===== src/clock_gating_consts.svh =====
// Constants of the power-saving clock control: offsets, fields, resets.
// Assumes a 32-bit APB slave port with word-aligned registers.
`ifndef CLOCK_GATING_CONSTS_SVH
`define CLOCK_GATING_CONSTS_SVH

// Register byte offsets
`define OFS_CLOCK_DIVISOR 12'h000
`define OFS_PWM_AUX 12'h004
`define OFS_MD_TIMERS_SERIAL 12'h008
`define OFS_MD_CAPTURE_COMPARE 12'h00c
`define OFS_MD_COMPARATOR_ENCODER 12'h010
`define OFS_MD_REFCLK 12'h014

// Clock divisor fields
`define BIT_RETURN_ON_INTERRUPT 15
`define MSB_DOZE_RATIO 14
`define LSB_DOZE_RATIO 12
`define BIT_CPU_SLOWDOWN_ENABLE 11

// Writable masks; all other bits are unimplemented and read zero
`define MASK_CLOCK_DIVISOR 16'hf800
`define MASK_PWM_AUX 16'hffff
`define MASK_MD_TIMERS_SERIAL 16'hfefb
`define MASK_MD_CAPTURE_COMPARE 16'h0f0f
`define MASK_MD_COMPARATOR_ENCODER 16'h0422
`define MASK_MD_REFCLK 16'h0008

// Reset values
`define RST_CLOCK_DIVISOR 16'h0000
`define RST_PWM_AUX 16'h0000
`define RST_MODULE_DISABLE 16'h0000

// Divider and module counts
`define DOZE_COUNT_WIDTH 7
`define PWM_GENERATORS 8
`define MODULE_COUNT 26

`endif


===== src/clock_gating_pkg.sv =====
// Types shared by the power-saving clock control.
// Assumes the constants header is found on the include path.
`include "clock_gating_consts.svh"

package clock_gating_pkg;

    // APB request as driven by the master
    typedef struct packed {
        logic psel;
        logic penable;
        logic pwrite;
        logic [11:0] paddr;
        logic [31:0] pwdata;
    } apb_req_type;

    // APB answer as driven by this slave
    typedef struct packed {
        logic pready;
        logic pslverr;
        logic [31:0] prdata;
    } apb_rsp_type;

    // CPU clocking mode as seen by status logic
    typedef enum logic [0:0] {
        MODE_FULL = 1'b0,
        MODE_DOZE = 1'b1
    } cpu_mode_type;

endpackage : clock_gating_pkg


===== src/power_saving_clock_gating.sv =====
// Power-saving clock control: doze divider for the CPU clock enable,
// per-generator fine-resolution disables for the PWM and peripheral
// module disables that gate clocks and register access.
// Assumes one system clock, an APB master and an interrupt request line.
//
// Local design decisions: the APB register port and the placing of the registers.
`timescale 1ns/1ps
`include "clock_gating_consts.svh"

module power_saving_clock_gating #(
    // Set bit means the peripheral exists in this variant
    parameter logic [`MODULE_COUNT-1:0] PRESENT_MASK = {`MODULE_COUNT{1'b1}}
) (
    input wire logic clk,
    input wire logic reset_n,
    input wire clock_gating_pkg::apb_req_type apb_req,
    output clock_gating_pkg::apb_rsp_type apb_rsp,
    input wire logic irq_event,
    input wire logic [`MODULE_COUNT-1:0] periph_sel,
    input wire logic periph_wr,
    input wire logic periph_rd,
    output logic cpu_clk_en_q,
    output logic [`MODULE_COUNT-1:0] periph_clk_en_q,
    output logic periph_wr_en_q,
    output logic periph_rd_valid_q,
    output logic [`PWM_GENERATORS-1:0] fine_duty_disable_q,
    output logic [`PWM_GENERATORS-1:0] fine_period_disable_q,
    output logic cpu_mode_q
);
    import clock_gating_pkg::*;

    ////////////////////////////////////////////////////////////////////////
    // Registers and bus decode

    logic [15:0] clock_divisor_register_q;
    logic [15:0] pwm_aux_control_q;
    logic [15:0] module_disable_timers_serial_q;
    logic [15:0] module_disable_capture_compare_q;
    logic [15:0] module_disable_comparator_encoder_q;
    logic [15:0] module_disable_refclk_q;
    logic [`DOZE_COUNT_WIDTH-1:0] doze_count_q;
    logic [`MODULE_COUNT-1:0] module_enable_q;
    logic pready_q;
    logic pslverr_q;
    logic [31:0] prdata_q;

    // Setup phase samples the read data; access phase completes
    wire setup_phase = apb_req.psel & ~apb_req.penable;
    wire access_done = apb_req.psel & apb_req.penable & pready_q;
    wire write_done = access_done & apb_req.pwrite;

    wire sel_div = apb_req.paddr == `OFS_CLOCK_DIVISOR;
    wire sel_aux = apb_req.paddr == `OFS_PWM_AUX;
    wire sel_md1 = apb_req.paddr == `OFS_MD_TIMERS_SERIAL;
    wire sel_md2 = apb_req.paddr == `OFS_MD_CAPTURE_COMPARE;
    wire sel_md3 = apb_req.paddr == `OFS_MD_COMPARATOR_ENCODER;
    wire sel_md4 = apb_req.paddr == `OFS_MD_REFCLK;
    wire sel_any = sel_div | sel_aux | sel_md1 | sel_md2 | sel_md3 | sel_md4;

    // Read mux; unmapped addresses answer zero with an error
    wire [15:0] read_word =
        ({16{sel_div}} & clock_divisor_register_q) |
        ({16{sel_aux}} & pwm_aux_control_q) |
        ({16{sel_md1}} & module_disable_timers_serial_q) |
        ({16{sel_md2}} & module_disable_capture_compare_q) |
        ({16{sel_md3}} & module_disable_comparator_encoder_q) |
        ({16{sel_md4}} & module_disable_refclk_q);

    wire [15:0] wdata = apb_req.pwdata[15:0];

    // Bus answer flops: one access cycle, so pready is high in every access
    always_ff @(posedge clk or negedge reset_n) begin
        if (!reset_n) begin
            pready_q <= 1'b0;
            pslverr_q <= 1'b0;
            prdata_q <= 32'h0000_0000;
        end else begin
            pready_q <= setup_phase;
            pslverr_q <= setup_phase & ~sel_any;
            prdata_q <= setup_phase ? {16'h0000, read_word} : 32'h0000_0000;
        end
    end

    assign apb_rsp.pready = pready_q;
    assign apb_rsp.pslverr = pslverr_q;
    assign apb_rsp.prdata = prdata_q;

    ////////////////////////////////////////////////////////////////////////
    // Clock divisor register

    wire roi_q = clock_divisor_register_q[`BIT_RETURN_ON_INTERRUPT];
    wire slowdown_q = clock_divisor_register_q[`BIT_CPU_SLOWDOWN_ENABLE];
    wire [2:0] doze_ratio_q =
        clock_divisor_register_q[`MSB_DOZE_RATIO:`LSB_DOZE_RATIO];

    // interrupt wake-up
    // An interrupt beats a same-cycle write so the wake-up is never lost
    wire interrupt_wake = irq_event & roi_q;

    wire [15:0] div_written = write_done & sel_div ?
        (wdata & `MASK_CLOCK_DIVISOR) : clock_divisor_register_q;
    wire [15:0] clock_divisor_register_d = interrupt_wake ?
        (div_written & ~(16'h0001 << `BIT_CPU_SLOWDOWN_ENABLE)) :
        div_written;

    always_ff @(posedge clk or negedge reset_n) begin
        if (!reset_n) begin
            clock_divisor_register_q <= `RST_CLOCK_DIVISOR;
        end else begin
            clock_divisor_register_q <= clock_divisor_register_d;
        end
    end

    ////////////////////////////////////////////////////////////////////////
    // PWM fine-resolution control and module disable registers

    always_ff @(posedge clk or negedge reset_n) begin
        if (!reset_n) begin
            pwm_aux_control_q <= `RST_PWM_AUX;
            module_disable_timers_serial_q <= `RST_MODULE_DISABLE;
            module_disable_capture_compare_q <= `RST_MODULE_DISABLE;
            module_disable_comparator_encoder_q <= `RST_MODULE_DISABLE;
            module_disable_refclk_q <= `RST_MODULE_DISABLE;
        end else begin
            if (write_done & sel_aux) begin
                pwm_aux_control_q <= wdata & `MASK_PWM_AUX;
            end
            if (write_done & sel_md1) begin
                module_disable_timers_serial_q <=
                    wdata & `MASK_MD_TIMERS_SERIAL;
            end
            if (write_done & sel_md2) begin
                module_disable_capture_compare_q <=
                    wdata & `MASK_MD_CAPTURE_COMPARE;
            end
            if (write_done & sel_md3) begin
                module_disable_comparator_encoder_q <=
                    wdata & `MASK_MD_COMPARATOR_ENCODER;
            end
            if (write_done & sel_md4) begin
                module_disable_refclk_q <= wdata & `MASK_MD_REFCLK;
            end
        end
    end

    assign fine_duty_disable_q = pwm_aux_control_q[7:0];
    assign fine_period_disable_q = pwm_aux_control_q[15:8];

    // timers, encoder 1, PWM, serial, CAN, ADC
    // reference clock generator
    // Vector order, msb first: refclk, comparator, encoder2, i2c_two,
    // capture4..1, compare4..1, timer5..1, encoder1, pwm_unit,
    // i2c_one, uart_two, uart_one, spi_two, spi_one, can_one, adc
    wire [`MODULE_COUNT-1:0] module_off = {
        module_disable_refclk_q[3],
        module_disable_comparator_encoder_q[10],
        module_disable_comparator_encoder_q[5],
        module_disable_comparator_encoder_q[1],
        module_disable_capture_compare_q[11:8],
        module_disable_capture_compare_q[3:0],
        module_disable_timers_serial_q[15:9],
        module_disable_timers_serial_q[7:3],
        module_disable_timers_serial_q[1:0]
    };

    ////////////////////////////////////////////////////////////////////////
    // Doze divider

    // mask of 2^n - 1 selects division by 2^n
    wire [`DOZE_COUNT_WIDTH-1:0] ratio_mask =
        7'h7f >> (3'd7 - doze_ratio_q);
    wire cpu_tick_d = ~slowdown_q | ((doze_count_q & ratio_mask) == ratio_mask);

    // enables come straight from flops
    // Counter restarts on leaving doze so re-entry begins a full period
    always_ff @(posedge clk or negedge reset_n) begin
        if (!reset_n) begin
            doze_count_q <= 7'h00;
            cpu_clk_en_q <= 1'b1;
            cpu_mode_q <= MODE_FULL;
        end else begin
            doze_count_q <= slowdown_q ? doze_count_q + 7'h01 : 7'h00;
            cpu_clk_en_q <= cpu_tick_d;
            cpu_mode_q <= slowdown_q ? MODE_DOZE : MODE_FULL;
        end
    end

    ////////////////////////////////////////////////////////////////////////
    // Module enables and peripheral access gating

    // enabled only if present and not disabled
    wire [`MODULE_COUNT-1:0] module_enable_d = ~module_off & PRESENT_MASK;

    // change lands on the next instruction cycle
    always_ff @(posedge clk or negedge reset_n) begin
        if (!reset_n) begin
            module_enable_q <= {`MODULE_COUNT{1'b1}};
        end else if (cpu_clk_en_q) begin
            module_enable_q <= module_enable_d;
        end
    end

    // peripheral clocks never divided by doze
    assign periph_clk_en_q = module_enable_q & PRESENT_MASK;

    wire access_hit = |(periph_sel & module_enable_q & PRESENT_MASK);

    // access strobes aligned with the CPU tick
    always_ff @(posedge clk or negedge reset_n) begin
        if (!reset_n) begin
            periph_wr_en_q <= 1'b0;
            periph_rd_valid_q <= 1'b0;
        end else begin
            periph_wr_en_q <= periph_wr & access_hit & cpu_tick_d;
            periph_rd_valid_q <= periph_rd & access_hit & cpu_tick_d;
        end
    end
endmodule : power_saving_clock_gating


===== config.mk =====
export PLATFORM = sky130hd
export DESIGN_NAME = power_saving_clock_gating
export DESIGN_NICKNAME = d
export VERILOG_FILES = /design/src/clock_gating_pkg.sv /design/src/power_saving_clock_gating.sv
export VERILOG_INCLUDE_DIRS = /design/src /design/src/src
export SDC_FILE = /design/constraint.sdc
export NUM_CORES = 1
export LEC_CHECK = 0
export BUFFER_PORTS_ARGS = -buffer_cell sky130_fd_sc_hd__buf_2
export CAP_MARGIN = 5
export CORE_ASPECT_RATIO = 0.7
export CORE_UTILIZATION = 45
export CTS_BUF_LIST = sky130_fd_sc_hd__clkbuf_4 sky130_fd_sc_hd__clkbuf_8 sky130_fd_sc_hd__clkbuf_16
export DETAILED_ROUTE_END_ITERATION = 8
export GPL_TIMING_DRIVEN = 0
export PLACE_DENSITY = 0.76
export SYNTH_ARGS = -nofsm -noshare
export SYNTH_HDL_FRONTEND = slang
export SYNTH_SLANG_ARGS = --single-unit

===== constraint.sdc =====
create_clock -name clk -period 1.62 [get_ports clk]
set_input_delay 0.162 -clock clk [delete_from_list [all_inputs] [get_ports clk]]
set_output_delay 0.162 -clock clk [all_outputs]
set_load 0.05 [all_outputs]

==> out/results.ini <==
[clock_tree]
cts_buffer_depth = 2
clock_sinks = 102
cts.clk_slew.worst_paths_ns = 0.07
cts_buffers = 9
cts_tree = done
clkLatencyLatePin_ns = 0.34
h-tree-depth = 3
root_buffer = clkbuf_16

[timing]
tightest_slew_ns = 0.845
finalMaxSlewViolations = 0
setup_ws_ns = -0.0598
slew_headroom = 0.437
skew_ns = 0.00521
max_freq_mhz = 595
whs_ns = 0.0150
hold_viol_final = 0
finalCritPeriodShare = 1.04
finalSetupViolCount = 11
min_period_ns = 1.68
rsz0062_at_grt = true

[setup_path]
path_cells = nand4_1 > nor3_4 > buf_6 > nand2_8 > clkbuf_16 > mux2_4
path_max_fanout = 5
required_ns = 1.84
critPathArrivalTime_ns = 1.90
endpoint_kind = register
critical_path_class = reg2reg
cpMaxStageDelayCell = dfrtp_1
max_stage_delay_ns = 0.36
cp-start-kind = register

[yosys]
yosys-top-cells-count = dfrtp_1, inv_1, mux2i_1, mux2_2, dfstp_2
synth_cell_types = 42
syn_inst = 365
yosysTopAreaCell = dfrtp_1
synth-seq-cells = 102
synth_edf_count = 0
yosysSeqAreaShare = 0.561
synth_top_flop_cell = dfrtp_1
ys_warn_count = 0
synth_top_area_frac = 0.407
syn_area_um2 = 4610
synth.avg_cell_area_um2 = 12.6
synth-async-reset-ratio = 1.00
synth.most_common_cell = dfrtp_1
synth_area_leaders = dfrtp_1, dfstp_2, mux2i_1, mux2_2, mux2_4

[global_routing]
antenna_found_initial = 0
grt_max_degree = 64
grt_pass1_vias = 3275
grtUsageTotal = 0.231
grt-ovfl-total = 0
grt_first_pass_wirelength_um = 17800

[placed_design]
dp_hpwl_um = 8620
numPortBuffers = 123
dp_cells = 632
gp_congestion = 0.816

[layout]
area_growth_pct = 29.2
fin_util = 0.606
fin_cells = 659
ff_latch_area_um2 = 2590
num-nets-final = 605
antenna_cells = 0
multi_input_area_um2 = 1800
drive_gt1_frac = 0.495
fillCellCount = 821

[floorplan]
die_h_um = 86.7
io_pins = 158
die_w_um = 123
start_util = 0.469
core_area_um2 = 9830
dieArea_um2 = 10700
rows = 30

[job]
cap_violations = 0

[drt]
drt-pass1-iter-count = 5
drt_wl_total_um = 12100
via_per_inst = 5.18
vias = 3415
drt_iter0_drc = 232
wl_per_cell_um = 18.4
remaining_drc_errors = 0
drtAntennaViolNets = 0

[power_and_ir_drop]
leakagePower_uw = 0.00341
power_density_nw_per_um2 = 859
vdd_drop_max_mv = 0.576

[hold_path]
hold_path_class = in2reg

[run_status]
outcome = finished, violations left
violations = setup timing

metrics by stage:
step / setup TNS (ns) / cell area [um2] / worst slack [ns] / power [uW]
floorplan: 0 / 4670 / 0.0275 / 2800
global placement: -57.63 / 5450 / -0.604 / 2960
detailed placement: -11.18 / 5480 / -0.345 / 2980
CTS: 0 / 5830 / 0.000705 / 5140
global route: -1.69 / 5960 / -0.120 / 5270
finish: -0.487 / 5960 / -0.0598 / 5120
per-layer routing:
metal | track usage | vias to the layer above | routed length (um)
li1 | - | 1548 | -
met1 | 0.333 | 1707 | 5660
met2 | 0.356 | 142 | 5550
met3 | 0.0421 | 18 | 739
met4 | 0.0679 | 0 | 189
met5 | 0 | - | 0
where the power goes:
group | switching, uW | internal [uW] | leakage, uW | total (uW)
registers | 2.67 | 2560 | 0.00133 | 2560
clock network | 925 | 1260 | 0.000145 | 2180
logic | 256 | 125 | 0.00194 | 381
worst paths after layout:
kind                                                             endpoint  slack [ns]  cells past startpoint                                             from
max                        module_disable_timers_serial_q[13]$_DFFE_PN0P_       -0.06                      6                               pready_q$_DFF_PN0_
min                              clock_divisor_register_q[11]$_DFFE_PN0P_        0.02                      2                                        irq_event
max reg2reg                module_disable_timers_serial_q[13]$_DFFE_PN0P_       -0.06                      6                               pready_q$_DFF_PN0_
min reg2reg                               periph_clk_en_q[15]$_DFFE_PN1P_        0.44                      1  module_disable_capture_compare_q[1]$_DFFE_PN0P_
max in group asynchronous                 periph_clk_en_q[11]$_DFFE_PN1P_        0.55                      3                                          reset_n
min in group asynchronous   module_disable_timers_serial_q[6]$_DFFE_PN0P_        0.34                      2                                          reset_n
registers in the layout (all words and copies together) (netlist names):
name / cells
module_disable_timers_serial_q: 14
cpu_clk_en_q: 1
pslverr_q: 1
module_disable_comparator_encoder_q: 3
pwm_aux_control_q: 16
periph_wr_en_q: 1
periph_clk_en_q: 26
module_disable_capture_compare_q: 8
doze_count_q: 7
cpu_mode_q: 1
periph_rd_valid_q: 1
clock_divisor_register_q: 5
module_disable_refclk_q: 1
pready_q: 1
prdata_q: 16
layout by cell type (no fill, tap or decap), types with 3 or more instances in the layout:
cell / n
dfstp_2: 27
conb_1: 16
and2_1: 7
a21oi_1: 9
buf_4: 28
o21ai_0: 5
nand2_1: 8
inv_1: 34
buf_2: 125
mux2_2: 30
mux2_4: 20
nand3_1: 5
a22oi_1: 16
xnor2_1: 3
clkbuf_16: 10
nor2_1: 20
nor2b_1: 5
clkbuf_1: 4
mux2i_1: 34
nor3b_1: 3
a31oi_1: 3
nand4_1: 5
dfrtp_1: 75
what timing repair did:
action                                  4_1_cts  5_1_grt
endpoints found under the setup margin       25       38
gates resized for setup                       7        8
cloned                                        0        1
endpoints found under the hold margin        26        0
hold buffers                                  1        0
buffers inserted                              1        8
pin swaps                                     0        1
cell type report:
cell class | count | area share
well taps | 128 | 0.0269
multi-input cells | 212 | 0.302
clock buffers | 11 | 0.0414
clock inverters | 5 | 0.00987
repair buffers | 135 | 0.126
inverters | 34 | 0.0214
flip-flops and latches | 102 | 0.434
plain buffers | 32 | 0.0384
critical path: cells and delay by family, from the launching register on:
kind,cells,cell delay (ns)
simple gates,3,0.56
flops,1,0.36
buf+inv,2,0.36
mux,1,0.29
cell families (layout without fill, tap and decap cells):
logic type               after synthesis  count (layout)  synth area share
multiplexers                          85              85             0.217
XOR/XNOR                               4               4           0.00760
adder cells (fa/ha/maj)                1               1           0.00271
buffers and inverters                 66             217            0.0724
flip-flops                           102             102             0.561
other                                  1              16          0.000813
AO/OA/AOI/OAI                         40              40            0.0589
AND/OR/NAND/NOR                       66              66            0.0800
Power figures use the tool's default switching activity.
